File: src/design/pns_cfg.svh
/*
 * Offsets, field positions, reset values and widths of the next-page
 * transmit and status summary register bank.
 * Assumes it is included by its bare name from design and bench files.
 */
`ifndef PNS_CFG_SVH
`define PNS_CFG_SVH

// Register indices; byte address is four times the index
`define PNS_IDX_AN_EXPANSION   6'h06
`define PNS_IDX_NEXT_PAGE_TX   6'h07
`define PNS_IDX_STATUS_SUMMARY 6'h10
`define PNS_IDX_FALSE_CARRIER  6'h14
`define PNS_IDX_RX_ERROR       6'h15
`define PNS_IDX_TENBASE_STATUS 6'h1A
`define PNS_IDX_INT_STATUS     6'h1E
`define PNS_IDX_INT_MASK       6'h1F

`define PNS_ADDR_W             8
`define PNS_DATA_W             32
`define PNS_REG_W              16

// Next-page transmit fields
`define PNS_NP_NEXT_BIT        15
`define PNS_NP_MSG_BIT         13
`define PNS_NP_WILL_COMPLY_ACK_BIT        12
`define PNS_NP_TOG_BIT         11
`define PNS_NP_CODE_W          11
`define PNS_NP_CODE_RST        11'h001
`define PNS_NP_NEXT_RST        1'h0
`define PNS_NP_MSG_RST         1'h1
`define PNS_NP_WILL_COMPLY_ACK_RST        1'h0

// Status summary fields
`define PNS_SS_RXERR_BIT       13
`define PNS_SS_POL_BIT         12
`define PNS_SS_FC_BIT          11
`define PNS_SS_SD_BIT          10
`define PNS_SS_LOCK_BIT        9
`define PNS_SS_PAGE_BIT        8

// Other registers
`define PNS_EXP_PAGE_BIT       1
`define PNS_TB_POL_BIT         4

// Latch-high sources: 0 rx error, 1 false carrier, 2 polarity, 3 page
`define PNS_LH_N               4
// Latch-low sources: 0 signal detect, 1 descrambler lock
`define PNS_LL_N               2
// Interrupt events: rx err, false carrier, page, sd drop, lock drop
`define PNS_EV_N               5
`define PNS_EV_MASK_RST        5'h00

`endif

File: src/design/pns_pkg.sv
/*
 * Types shared by the register bank modules.
 * Assumes pns_cfg.svh is on the include path.
 */
`include "pns_cfg.svh"

package pns_pkg;
  typedef logic [`PNS_REG_W-1:0]  pns_reg_t;
  typedef logic [`PNS_EV_N-1:0]   pns_ev_t;
  typedef logic [5:0]             pns_idx_t;
endpackage

File: src/design/pns_lat_if.sv
/*
 * Interface between the register bank and its latch unit.
 * Assumes both ends run on the same clock.
 */
`timescale 1ns/1ps
`default_nettype none
`include "pns_cfg.svh"

interface pns_lat_if;
  logic [`PNS_LH_N-1:0] lh_src;
  logic [`PNS_LH_N-1:0] lh_clr;
  logic [`PNS_LH_N-1:0] lh_q;
  logic [`PNS_LL_N-1:0] ll_src;
  logic                 ll_clr;
  logic [`PNS_LL_N-1:0] ll_q;
  logic [`PNS_LL_N-1:0] ll_drop;

  modport latch (input lh_src, lh_clr, ll_src, ll_clr, output lh_q, ll_q, ll_drop);
  modport ctrl  (output lh_src, lh_clr, ll_src, ll_clr, input lh_q, ll_q, ll_drop);
endinterface

`default_nettype wire

File: src/design/pns_latch_bank.sv
/*
 * Latch-high and latch-low status cells.
 * Assumes sources and clears are synchronous to the clock.
 */
`timescale 1ns/1ps
`default_nettype none
`include "pns_cfg.svh"

module pns_latch_bank #(
  parameter int LH_N = `PNS_LH_N,
  parameter int LL_N = `PNS_LL_N
) (
  input  wire logic clk,
  input  wire logic rst,
  pns_lat_if.latch  lat
);
  logic [LL_N-1:0] held_q;

  genvar i;
  generate
    for (i = 0; i < LH_N; i++) begin : g_lh
      // Set wins over a clear in the same cycle
      always_ff @(posedge clk) begin
        if (rst) begin
          lat.lh_q[i] <= 1'h0;
        end else begin
          lat.lh_q[i] <= lat.lh_src[i] | (lat.lh_q[i] & ~lat.lh_clr[i]);
        end
      end
    end
    for (i = 0; i < LL_N; i++) begin : g_ll
      // Held low from reset until the first read
      always_ff @(posedge clk) begin
        if (rst) begin
          held_q[i] <= 1'h1;
        end else begin
          held_q[i] <= ~lat.ll_src[i] | (held_q[i] & ~lat.ll_clr);  // RQ14
        end
      end
      assign lat.ll_q[i]    = lat.ll_src[i] & ~held_q[i];
      assign lat.ll_drop[i] = ~lat.ll_src[i] & ~held_q[i];
    end
  endgenerate
endmodule

`default_nettype wire

File: src/design/pns_regs.sv
/*
 * Next-page transmit and status summary registers behind an APB slave,
 * with a read-to-clear interrupt status and mask.
 * Assumes all event and level inputs come from logic on MCLK.
 */
// Functional notes
// [RQ1] Bit 12 of the next-page register is a read/write will-comply flag, reset 0.
// [RQ2] Bit 11 of the next-page register reads the inverse of the last exchanged toggle.
// [RQ3] Bits 10:0 of the next-page register are a read/write code, reset to the null page 1.
// [RQ4] The code goes out as a message page when bit 13 is 1, else as unformatted.
// [RQ5] Status summary bits 15:14 ignore writes and read as 0.
// [RQ6] Status summary bit 13 latches any receive error until the rx error counter is read.
// [RQ7] Status summary bit 12 mirrors the 10 Mb/s polarity bit, 1 meaning inverted.
// [RQ8] That polarity bit clears on a 10 Mb/s status read, not on a summary read.
// [RQ9] Status summary bit 11 latches false carrier until the false carrier counter is read.
// [RQ10] Status summary bit 10 is the latch-low 100 Mb/s signal detect, reset 0.
// [RQ11] Status summary bit 9 is the latch-low descrambler lock, reset 0.
// [RQ12] Status summary bit 8 mirrors page received; only an expansion read clears it.
// [RQ13] Expansion bit 1 sets when a link code word arrives and clears when read.
// [RQ14] A latch-low bit reads 0 after any drop until read, then follows its source.
`timescale 1ns/1ps
`default_nettype none
`include "pns_cfg.svh"

module pns_regs (
  input  wire logic                   MCLK,
  input  wire logic                   RST,
  input  wire logic                   PSEL,
  input  wire logic                   PENABLE,
  input  wire logic                   PWRITE,
  input  wire logic [`PNS_ADDR_W-1:0] PADDR,
  input  wire logic [`PNS_DATA_W-1:0] PWDATA,
  output logic      [`PNS_DATA_W-1:0] PRDATA,
  output logic                        PREADY,
  output logic                        PSLVERR,
  input  wire logic                   RX_ERR_EVT,
  input  wire logic                   FALSE_CARRIER_EVT,
  input  wire logic                   POLARITY_INV,
  input  wire logic                   SIGNAL_DETECT,
  input  wire logic                   DESCRAMBLER_LOCK,
  input  wire logic                   LCW_RECEIVED,
  input  wire logic                   LCW_EXCHANGED,
  input  wire logic                   LCW_TOGGLE,
  output logic                        NP_NEXT_PAGE,
  output logic                        NP_MESSAGE_PAGE,
  output logic                        NP_WILL_COMPLY_ACK,
  output logic                        NP_TOGGLE,
  output logic [`PNS_NP_CODE_W-1:0]   NP_CODE,
  output logic                        IRQ
);
  pns_lat_if lat ();

  pns_pkg::pns_idx_t idx;
  pns_pkg::pns_reg_t rdata_d;
  pns_pkg::pns_reg_t ss_val;
  pns_pkg::pns_ev_t  ev;
  pns_pkg::pns_ev_t  int_stat_q;
  pns_pkg::pns_ev_t  int_mask_q;
  logic              acc;
  logic              rd;
  logic              wr;
  logic              hit;
  logic              rd_exp;
  logic              rd_ss;
  logic              rd_fc;
  logic              rd_rx;
  logic              rd_tb;
  logic              rd_int;
  logic              wr_np;
  logic              addr_ok;

  // Access taken one cycle before PREADY, so a read's clear and its data agree
  assign acc    = PSEL & PENABLE & ~PREADY;
  assign addr_ok = hit & (PADDR[1:0] == 2'h0);
  assign rd     = acc & ~PWRITE & addr_ok;
  assign wr     = acc & PWRITE & addr_ok;
  assign idx    = PADDR[7:2];
  assign rd_exp = rd & (idx == `PNS_IDX_AN_EXPANSION);
  assign rd_ss  = rd & (idx == `PNS_IDX_STATUS_SUMMARY);
  assign rd_fc  = rd & (idx == `PNS_IDX_FALSE_CARRIER);
  assign rd_rx  = rd & (idx == `PNS_IDX_RX_ERROR);
  assign rd_tb  = rd & (idx == `PNS_IDX_TENBASE_STATUS);
  assign rd_int = rd & (idx == `PNS_IDX_INT_STATUS);
  assign wr_np  = wr & (idx == `PNS_IDX_NEXT_PAGE_TX);

  always_comb begin
    hit = 1'h0;
    case (idx)
      `PNS_IDX_AN_EXPANSION,
      `PNS_IDX_NEXT_PAGE_TX,
      `PNS_IDX_STATUS_SUMMARY,
      `PNS_IDX_FALSE_CARRIER,
      `PNS_IDX_RX_ERROR,
      `PNS_IDX_TENBASE_STATUS,
      `PNS_IDX_INT_STATUS,
      `PNS_IDX_INT_MASK: hit = 1'h1;
      default: hit = 1'h0;
    endcase
  end

  // Latch sources and their clearing reads
  assign lat.lh_src = {LCW_RECEIVED, POLARITY_INV, FALSE_CARRIER_EVT, RX_ERR_EVT};
  assign lat.lh_clr = {rd_exp, rd_tb, rd_fc, rd_rx};  // RQ6 RQ8 RQ9 RQ13
  assign lat.ll_src = {DESCRAMBLER_LOCK, SIGNAL_DETECT};
  assign lat.ll_clr = rd_ss;  // RQ14

  pns_latch_bank #(
    .LH_N (`PNS_LH_N),
    .LL_N (`PNS_LL_N)
  ) u_latch (
    .clk (MCLK),
    .rst (RST),
    .lat (lat)
  );

  always_comb begin
    ss_val = 16'h0000;  // RQ5
    ss_val[`PNS_SS_RXERR_BIT] = lat.lh_q[0];  // RQ6
    ss_val[`PNS_SS_POL_BIT]   = lat.lh_q[2];  // RQ7
    ss_val[`PNS_SS_FC_BIT]    = lat.lh_q[1];  // RQ9
    ss_val[`PNS_SS_SD_BIT]    = lat.ll_q[0];  // RQ10
    ss_val[`PNS_SS_LOCK_BIT]  = lat.ll_q[1];  // RQ11
    ss_val[`PNS_SS_PAGE_BIT]  = lat.lh_q[3];  // RQ12
  end

  // Next-page transmit register
  always_ff @(posedge MCLK) begin
    if (RST) begin
      NP_NEXT_PAGE    <= `PNS_NP_NEXT_RST;
      NP_MESSAGE_PAGE <= `PNS_NP_MSG_RST;
      NP_WILL_COMPLY_ACK         <= `PNS_NP_WILL_COMPLY_ACK_RST;
      NP_CODE         <= `PNS_NP_CODE_RST;  // RQ3
    end else if (wr_np) begin
      NP_NEXT_PAGE    <= PWDATA[`PNS_NP_NEXT_BIT];
      NP_MESSAGE_PAGE <= PWDATA[`PNS_NP_MSG_BIT];  // RQ4
      NP_WILL_COMPLY_ACK         <= PWDATA[`PNS_NP_WILL_COMPLY_ACK_BIT];  // RQ1
      NP_CODE         <= PWDATA[`PNS_NP_CODE_W-1:0];  // RQ3
    end
  end

  // Software cannot write the toggle; it follows each exchanged word
  always_ff @(posedge MCLK) begin
    if (RST) begin
      NP_TOGGLE <= 1'h0;
    end else if (LCW_EXCHANGED) begin
      NP_TOGGLE <= ~LCW_TOGGLE;  // RQ2
    end
  end

  // Interrupt status and mask
  assign ev = {lat.ll_drop[1], lat.ll_drop[0], LCW_RECEIVED, FALSE_CARRIER_EVT, RX_ERR_EVT};

  always_ff @(posedge MCLK) begin
    if (RST) begin
      int_stat_q <= 5'h00;
    end else begin
      int_stat_q <= ev | (int_stat_q & {`PNS_EV_N{~rd_int}});
    end
  end

  always_ff @(posedge MCLK) begin
    if (RST) begin
      int_mask_q <= `PNS_EV_MASK_RST;
    end else if (wr & (idx == `PNS_IDX_INT_MASK)) begin
      int_mask_q <= PWDATA[`PNS_EV_N-1:0];
    end
  end

  always_ff @(posedge MCLK) begin
    if (RST) begin
      IRQ <= 1'h0;
    end else begin
      IRQ <= |(int_stat_q & int_mask_q);
    end
  end

  // Read data mux
  always_comb begin
    rdata_d = 16'h0000;
    case (idx)
      `PNS_IDX_AN_EXPANSION:   rdata_d[`PNS_EXP_PAGE_BIT] = lat.lh_q[3];  // RQ13
      `PNS_IDX_NEXT_PAGE_TX:   rdata_d = {NP_NEXT_PAGE, 1'h0, NP_MESSAGE_PAGE, NP_WILL_COMPLY_ACK,
                                          NP_TOGGLE, NP_CODE};
      `PNS_IDX_STATUS_SUMMARY: rdata_d = ss_val;
      `PNS_IDX_TENBASE_STATUS: rdata_d[`PNS_TB_POL_BIT] = lat.lh_q[2];
      `PNS_IDX_INT_STATUS:     rdata_d[`PNS_EV_N-1:0] = int_stat_q;
      `PNS_IDX_INT_MASK:       rdata_d[`PNS_EV_N-1:0] = int_mask_q;
      default:                 rdata_d = 16'h0000;
    endcase
  end

  // One wait state: PREADY rises the cycle after the access phase opens
  always_ff @(posedge MCLK) begin
    if (RST) begin
      PREADY  <= 1'h0;
      PSLVERR <= 1'h0;
      PRDATA  <= 32'h00000000;
    end else begin
      PREADY  <= acc;
      PSLVERR <= acc & ~addr_ok;
      if (acc & ~PWRITE) begin
        PRDATA <= {16'h0000, (addr_ok ? rdata_d : 16'h0000)};
      end
    end
  end
endmodule

`default_nettype wire

File: config.mk
export PLATFORM = sky130hd
export DESIGN_NAME = pns_regs
export DESIGN_NICKNAME = d
export VERILOG_FILES = /design/src/design/pns_pkg.sv /design/src/design/pns_lat_if.sv /design/src/design/pns_latch_bank.sv /design/src/design/pns_regs.sv
export VERILOG_INCLUDE_DIRS = /design/src /design/src/design
export SDC_FILE = /design/constraint.sdc
export NUM_CORES = 1
export LEC_CHECK = 0
export BUFFER_PORTS_ARGS = -buffer_cell sky130_fd_sc_hd__buf_2
export CAP_MARGIN = 10
export CORE_MARGIN = 4
export CORE_UTILIZATION = 45
export DETAILED_ROUTE_END_ITERATION = 6
export PLACE_DENSITY = 0.78
export SETUP_SLACK_MARGIN = 0.15
export SLEW_MARGIN = 5
export SYNTH_ARGS = -nofsm -noshare
export SYNTH_HDL_FRONTEND = slang
export SYNTH_SLANG_ARGS = --single-unit
File: constraint.sdc
create_clock -name MCLK -period 1.6 [get_ports MCLK]
set_input_delay 0.08 -clock MCLK [delete_from_list [all_inputs] [get_ports MCLK]]
set_output_delay 0.08 -clock MCLK [all_outputs]
set_load 0.02 [all_outputs]
==> flow_summary.toml, run 1 <==
[status]
status = "completed"

[timing]
rsz0062_at_grt = "yes"
finalHoldWorstSlack_ns = 0.00799
slew_violations = 0
fmaxAchievable_ghz = 0.641
period_minus_slack_ns = 1.56
setup_viol = 0
min_period_over_period_pct = 97.6
finalHoldViolCount = 0
skew_ns = 0.00634

[worst_setup_path]
required_ns = 1.84
slowest_stage = "or4_4"
crit_buf_inv = 1
crit_chain = "and4bb_2, buf_12, nand2_8, or4_4, o21ai_1"
start_kind = "register"
path_delay_family = "simple AND/OR/NAND/NOR gates"
arrival_ns = 1.80
cpPeakStageDelay_ns = 0.52
critical_path_class = "register to register"
path_max_fanout = 5
endpoint_kind = "register"

[pwr]
swShare_pct = 24.5
p_leak_nw = 1.40
ir_drop_mv = 0.445
power-per-cell-area_nw_per_um2 = 825
switchingPower_mw = 0.559
clkPwrFrac_pct = 35.4
power_frac_comb_pct = 10.0
p_int_mw = 1.73
seq_power_share_pct = 54.6

[placement]
gp_congestion = 0.867
numPortBuffers = 67
dp_hpwl_mm = 3.88
dpl_cell_area_um2 = 2540

[synth]
ys_ff_latch = 49
yosys_warnings = 0
synth_edf_count = 0
netlist_instances = 221
yosys-top-cells-count = "dfxtp_1, nor2_1, buf_4"
post-synth-top-area-cell = "dfxtp_1"
yosysUniqueCellTypes = 48
netlist_area_um2 = 2170
synthFlopType = "dfxtp_1"
synth_most_common_cell = "dfxtp_1"
synthTopCellsByArea = "dfxtp_1, mux2i_1, buf_4, nor2_1, a22o_1"
async_reset_ff_share_pct = 0
synth_top_area_share_pct = 45.1
yosysSeqAreaShare_pct = 45.1
syn_avg_cell_area_um2 = 9.83

[floorplan]
core_um2 = 4690
dieArea_um2 = 6010
num_rows = 25
die_h_um = 77.5
io_pins = 103
die_w_um = 77.5
initial_utilization_pct = 46.3

[cts]
cts-root-buf = "clkbuf_8"
cts.sinks = 49
tritoncts = "built"
clock_latency_ns = 0.30
clk_path_buf_depth = 2
htree_levels = 2
cts_buffers = 5
clk_pin_slew_ns = 0.09

[final_layout]
multi_input_area_um2 = 1100
nets = 350
seq_area_um2 = 985
antenna_cells = 0
final_util_pct = 59.1
area_delta_synth_final_pct = 27.6
design_area_um2 = 2770
drive_gt1_share_pct = 34.9
fillers = 397

[routing]
drc_errors = 0
num_vias = 1908
wl_per_cell_um = 15.1
drtIter0Drc = 100
highest-signal-layer = "met4"
wirelength_mm = 5.30
firstDrtPassIters = 4
viasPerCell = 5.42
dr_wl_met2_mm = 2.49
antenna_left = 0
wl_met1_mm = 2.35
wl_met3_um = 399

[global_route]
grt_pass1_wl_mm = 8.40
antenna_found_initial = 0
grt_pass1_vias = 1781
grt_use_total_pct = 17.2
grt_start_max_net_pins = 30
grt.overflow.total = 0

[worst_hold_path]
hp-class = "input port to register"

[run]
max_cap_violations = 0
==> worst reg2reg max path, stage by stage, from the launching register on <==
cell	delay, ns
dfxtp_4	0.35
and4bb_2	0.33
buf_12	0.12
nand2_8	0.05
or4_4	0.52
o21ai_1	0.14
==> final timing paths <==
check / cells after the start / endpoint / startpoint / slack (ns)
max: 5 / PRDATA[2] / PREADY / 0.04
min: 3 / NP_CODE[6] / PWDATA[6] / 0.008
max reg2reg: 5 / PRDATA[2] / PREADY / 0.04
min reg2reg: 2 / PRDATA[0] / PRDATA[0] / 0.46
==> state kept, by name, indices dropped and copies added (netlist names) <==
register	count
u_latch.lat.lh_q	4
NP_CODE	11
NP_TOGGLE	1
PREADY	1
int_stat_q	5
u_latch.held_q	2
PSLVERR	1
PRDATA	15
int_mask_q	5
NP_MESSAGE_PAGE	1
NP_WILL_COMPLY_ACK	1
NP_NEXT_PAGE	1
IRQ	1
==> repair_timing <==
action                                 in CTS  in global routing
pin swaps                                   4                  7
setup endpoints to repair                  17                 19
endpoints found under the hold margin       1                  0
buffers inserted                            2                  2
hold buffers                                2                  0
resized for setup                           4                  7
==> power groups by stage <==
| stage | registers, mW | logic [mW] | clock network, mW |
|---|---|---|---|
| 2_1_floorplan | 1.28 | 0.148 | 0 |
| 3_3_place_gp | 1.28 | 0.201 | 0 |
| 3_5_place_dp | 1.28 | 0.204 | 0 |
| 4_1_cts | 1.25 | 0.215 | 0.828 |
| 5_1_grt | 1.25 | 0.247 | 0.869 |
| 6_report | 1.25 | 0.229 | 0.810 |
==> metrics by stage <==
step	std cells	total power [mW]	setup WS (ns)	setup TNS, ns
global placement	338	1.48	-0.0592	-0.544
global route	352	2.37	-0.0210	-0.0422
floorplan	237	1.42	0.121	0
detailed placement	338	1.48	-0.147	-1.76
CTS	350	2.29	0.0400	0
finish	352	2.29	0.0387	0
==> routing by layer <==
metal	vias up	GRT usage [%]
li1	926	-
met3	7	4.87
met1	910	21.7
met2	65	28.7
met4	0	4.63
met5	-	0
==> cells in the final DEF, fill, tap and decap left out, drive strengths merged, types with 3 or more instances in the layout <==
cell type,n
nor2,31
a22o,10
a22oi,3
nand4,3
and2,4
mux2i,18
a21oi,5
buf,78
dfxtp,49
inv,9
clkbuf,7
conb,17
o21ai,3
and3b,3
nor3,4
a222oi,4
a211o,4
nand2,9
a32o,6
==> kinds of logic after synthesis <==
logic type | Yosys count | synth area share [%]
xor gates and xnor gates | 1 | 0.403
buffers and inverters | 36 | 9.67
AOI/OAI and AO/OA | 46 | 17.4
DFF | 49 | 45.1
muxes | 19 | 8.81
and+or+nand+nor | 69 | 18.4
other | 1 | 0.173
==> final cells by class <==
cell class	instances	share of cell area [%]
inverters	9	1.22
well taps	54	2.44
clock buffers	7	3.52
multi-input cells	152	39.7
clock inverters	1	0.316
repair buffers	80	17.3
flip-flops and latches	49	35.5
Note: power is estimated with default switching activity, not from simulation.
==> run 2: changes to the inputs <==
- CORE_ASPECT_RATIO: default -> 0.75
==> run 2 against run 1 <==
  * Combinational power up 5%
  * Sequential share of layout area decreased by 0.18 points
  * Clock skew is 0.0026 ns lower
  * Sequential power about the same
  * Global-route usage up 1.7 points
  * Clock power decreased by 12%
  * Critical path type unchanged
  * Critical endpoint unchanged
  * Largest cell class unchanged
==> flow_summary.toml, run 2 (same netlist as run 1, synthesis figures left out) <==
[status]
status = "completed"

[worst_setup_path]
path_max_fanout = 5
crit_chain = "and4bb_2, buf_6, nand2_8, or4_4, o21ai_1"
r2r_start = "PREADY"
required_ns = 1.84
timing.rr.end = "PRDATA[2]"
rrSetupSlack_ns = 0.05
worstRegToRegCells = 5
cpPeakStageDelay_ns = 0.51
slowest_stage = "or4_4"
endpoint_kind = "register"
start_kind = "register"
critical_path_class = "register to register"
arrival_ns = 1.79

[global_route]
antenna_found_initial = 0
grt_pass1_wl_mm = 8.76
grt.overflow.total = 0
grt_pass1_vias = 1810
grt_use_total_pct = 18.9
grt_start_max_net_pins = 33

[final_layout]
antenna_cells = 0
layout_common_cells = "buf_2, dfxtp_1, nor2_1"
layout_commonest_cell = "buf_2"
design_area_um2 = 2790
multi_input_area_um2 = 1110
reg_top3 = "PRDATA x15, NP_CODE x11"
fillers = 409
seq_area_um2 = 985
drive_gt1_share_pct = 37.1
top_register = "PRDATA"
area_delta_synth_final_pct = 28.2
nets = 354
largest_register_ffs = 15
final_util_pct = 60.9

[worst_hold_path]
min-delay-start = "PWDATA[6]"
holdPathEnd = "NP_CODE[6]"
hold_depth = 3
hp-class = "input port to register"

[floorplan]
initial_utilization_pct = 47.5
num_rows = 21
io_pins = 103
die_w_um = 88.2
die_h_um = 68.2
core_um2 = 4570
dieArea_um2 = 6020

[timing]
min_period_over_period_pct = 96.7
setup_viol = 0
period_minus_slack_ns = 1.55
finalHoldViolCount = 0
finalHoldWorstSlack_ns = 0.00150
slew_violations = 0
setup_tns_ns = 0
rsz0062_at_grt = "yes"
fmaxAchievable_ghz = 0.646
skew_ns = 0.00378

[placement]
dpl_cell_area_um2 = 2530
dp_hpwl_mm = 4.10
gp_congestion = 0.861
numPortBuffers = 67

[routing]
wirelength_mm = 5.75
drtIter0Drc = 130
antenna_left = 0
firstDrtPassIters = 4
viasPerCell = 5.38
num_vias = 1933
drc_errors = 0
wl_per_cell_um = 16.0

[cts]
cts.sinks = 49
tritoncts = "built"
clk_path_buf_depth = 2
clock_latency_ns = 0.30
cts_buffers = 5
clk_pin_slew_ns = 0.09
cts-root-buf = "clkbuf_8"
htree_levels = 2

[pwr]
ir_drop_mv = 0.446
power-per-cell-area_nw_per_um2 = 791
p_leak_nw = 1.38

[run]
max_cap_violations = 0
==> run 2: area by class of cell <==
cell class | instances | share of cell area, %
multi-input cells | 152 | 39.9
clock buffers | 5 | 2.47
clock inverters | 3 | 0.629
inverters | 9 | 1.21
well taps | 57 | 2.56
flip-flops and latches | 49 | 35.3
repair buffers | 84 | 17.9
==> run 2: power breakdown <==
group	internal [mW]	leakage, nW	switching, mW
sequential	1.23	0.398	0.0145
combinational	0.0897	0.942	0.150
clock	0.302	0.0439	0.414
total	1.63	1.38	0.578
==> run 2: layer usage <==
metal  global-route usage, %  up-vias  wire [um]
met2                    29.9       89       2580
met4                    5.66        0        102
li1                        -      931          -
met5                       0        -          0
met1                    25.5      900       2590
met3                    4.69       13        485
==> run 2: metrics by stage <==
| stage | std cells | total power, mW | setup slack (ns) |
|---|---|---|---|
| after floorplan | 237 | 1.42 | 0.121 |
| after global routing | 359 | 2.28 | 0.0134 |
| after global placement | 343 | 1.48 | -0.0678 |
| final | 359 | 2.20 | 0.0522 |
| after detailed placement | 343 | 1.48 | -0.101 |
| after CTS | 356 | 2.18 | 0.0697 |
==> run 2: worst max path at each step <==
stage	slack (ns)	cells past startpoint	from	end
finish	0.05	5	PREADY	PRDATA[2]
detailed placement	-0.10	3	PREADY	PRDATA[12]
global placement	-0.07	3	PREADY	PRDATA[11]
floorplan	0.12	4	PREADY	PRDATA[0]
CTS	0.07	5	PREADY	PRDATA[2]
global route	0.01	5	PREADY	PRDATA[3]
==> run 2: worst max-delay path: cells and delay by family, from the launching register on <==
kind | cells | cell delay [ns]
compound gates | 1 | 0.13
simple gates | 3 | 0.88
flops | 1 | 0.34
buf+inv | 1 | 0.13
==> run 2: repair_timing <==
action	4_1_cts	5_1_grt
setup buffers	3	3
pin swaps	3	7
endpoints found under the setup margin	18	23
hold buffers	2	0
resized for setup	5	13
endpoints found under the hold margin	1	0
==> run 3: changes to the inputs <==
- ABC_AREA: default -> 1
- HOLD_SLACK_MARGIN: default -> 0.1
- PLACE_DENSITY: 0.78 -> 0.75
==> run 3 against run 2 <==
  * Sequential share of layout area down 5.8 points
  * Power grew 6.3%
  * Design area is 19% higher
  * Critical endpoint is now int_stat_q[2]
==> flow_summary.toml, run 3 <==
[status]
status = "completed"

[floorplan]
dieArea_um2 = 6970
die_w_um = 95.1
num_rows = 23
io_pins = 103
die_h_um = 73.3
core_um2 = 5410
initial_utilization_pct = 47.3

[synth]
yosysUniqueCellTypes = 31
synth_top_area_share_pct = 38.4
synthTopCellsByArea = "dfxtp_1, nand2_1, nor2_1, inv_1, buf_4"
synth_compound_area_share_pct = 8.17
yosys_warnings = 0
synth_edf_count = 0
netlist_area_um2 = 2560
post-synth-top-area-cell = "dfxtp_1"
synth_mux_area_share_pct = 0
syn_avg_cell_area_um2 = 7.01
yosys-top-cells-count = "nand2_1, nor2_1, dfxtp_1"
synthFlopType = "dfxtp_1"
async_reset_ff_share_pct = 0
synth_most_common_cell = "nand2_1"
synthSimpleGateAreaFrac_pct = 39.5
synth_fa_ha_area_share_pct = 0
netlist_instances = 365
synth_top_family_by_area = "simple AND/OR/NAND/NOR gates"
synth_xor_area_share_pct = 0.342
yosysSeqAreaShare_pct = 38.4
ys_ff_latch = 49

[pwr]
seq_power_share_pct = 53.2
fin_total_pwr_mw = 2.34
swShare_pct = 27.4
ir_drop_mv = 0.433
power_frac_comb_pct = 12.9
clkPwrFrac_pct = 33.8
power-per-cell-area_nw_per_um2 = 705
p_leak_nw = 1.66
p_int_mw = 1.70
switchingPower_mw = 0.642

[worst_setup_path]
start_kind = "register"
arrival_ns = 1.58
critical_path_class = "register to register"
crit_chain = "nor2_1, nand2_1, nor2_1, buf_6, nand4_1, nand2_1, a21oi_1"
path_delay_family = "simple AND/OR/NAND/NOR gates"
endpoint_kind = "register"
cpPeakStageDelay_ns = 0.32
required_ns = 1.79
path_max_fanout = 12
crit_buf_inv = 1
slowest_stage = "dfxtp_1"

[routing]
viasPerCell = 4.80
num_vias = 2586
wl_per_cell_um = 13.5
drc_errors = 0
antenna_left = 0
drtIter0Drc = 179
wirelength_mm = 7.27
firstDrtPassIters = 4

[cts]
cts-root-buf = "clkbuf_8"
cts.sinks = 49
clk_path_buf_depth = 2
cts_buffers = 5
clk_pin_slew_ns = 0.09
htree_levels = 2
clock_latency_ns = 0.31
tritoncts = "built"

[final_layout]
layout_common_cells = "nand2_1, buf_2, nor2_1"
nets = 516
layout_commonest_cell = "nand2_1"
largest_register_ffs = 15
antenna_cells = 0
top_register = "PRDATA"
reg_top3 = "PRDATA x15, NP_CODE x11"
area_delta_synth_final_pct = 29.9
fin_cells = 539
drive_gt1_share_pct = 26.3
fillers = 511

[global_route]
grt.overflow.total = 0
grt_pass1_vias = 2372
grt_start_max_net_pins = 28
antenna_found_initial = 0
grt_pass1_wl_mm = 11.4
grt_use_total_pct = 21.0

[placement]
numPortBuffers = 67
gp_congestion = 0.900
pre_cts_slack_ns = 0.0400
placedCellCount = 503
dp_hpwl_mm = 4.95

[timing]
fmaxAchievable_ghz = 0.719
worst_slack_ns = 0.210
period_minus_slack_ns = 1.39
finalHoldViolCount = 0
setup_tns_ns = 0
slew_violations = 0
setup_viol = 0
rsz0062_at_grt = "yes"
skew_ns = 0.00746
finalHoldWorstSlack_ns = 0.171
min_period_over_period_pct = 86.9

[worst_hold_path]
hp-class = "input port to register"

[run]
max_cap_violations = 0
## run 3: cell count changes in the layout (fill, tap and decap cells not counted), moves of 5 or more
cell	before	now
nand3_2	0	7
dlygate4sd3_1	2	23
a22o_1	10	0
nand2_1	8	92
nor2_1	30	59
a21oi_1	2	19
inv_1	9	34
mux2i_1	18	0
o21ai_0	0	5
a32o_1	6	0
nand3_1	1	24
nand4_1	2	14
## run 3: final timing paths
path	endpoint	start	slack, ns	cells past startpoint
worst max-delay path	int_stat_q[2]	PREADY	0.21	7
worst min-delay path	u_latch.lat.lh_q[2]	PADDR[0]	0.17	5
worst max register to register	int_stat_q[2]	PREADY	0.21	7
worst min register to register	PRDATA[2]	PRDATA[2]	0.47	2
## run 3: layer usage
| layer | GRT usage, % | up-vias | wire (um) |
|---|---|---|---|
| met5 | 0 | - | 0 |
| met4 | 5.28 | 0 | 41 |
| met3 | 4.71 | 6 | 662 |
| met2 | 31.1 | 106 | 3060 |
| met1 | 30.8 | 1149 | 3510 |
| li1 | - | 1325 | - |
## run 3: cells by family after synthesis
family | Yosys count
buffers and inverters | 67
AO/OA/AOI/OAI | 33
XOR/XNOR | 1
flip-flops | 49
other | 1
AND/OR/NAND/NOR | 214
## run 3: timing repair
action,in CTS,in global routing
endpoints found under the hold margin,33,0
setup buffers,0,2
setup endpoints to repair,14,22
pin swaps,1,1
hold buffers,23,0
gates resized for setup,1,4
cloned,1,2
## run 3: worst register-to-register path: cells and delay by family, from the launching register on
family	cells	cell delay, ns
compound gates	1	0.07
simple gates	5	0.70
flops	1	0.32
buf+inv	1	0.19
## run 3: power by group through the flow
stage / Sequential [mW] / Combinational, mW / Clock (mW)
floorplan: 1.28 / 0.177 / 0
global placement: 1.28 / 0.237 / 0
detailed placement: 1.28 / 0.240 / 0
CTS: 1.25 / 0.288 / 0.790
global route: 1.25 / 0.332 / 0.841
finish: 1.25 / 0.303 / 0.793
## run 3: area by class of cell
cell class	instances	area (um2)	share of cell area, %
Tap cell	75	93.8	2.82
Sequential cell	49	981	29.5
Timing Repair inverter	1	7.51	0.226
Timing Repair Buffer	101	664	20.0
Multi-Input combinational cell	267	1330	40.1
Clock buffer	6	82.6	2.48
Clock inverter	2	13.8	0.414
Inverter	38	146	4.41
## run 3: through the flow
stage,utilization (%),area (um2)
floorplan,-,2620
global placement,54.0,2920
detailed placement,54.0,2920
CTS,60.5,3270
global route,61.4,3320
finish,61.4,3320
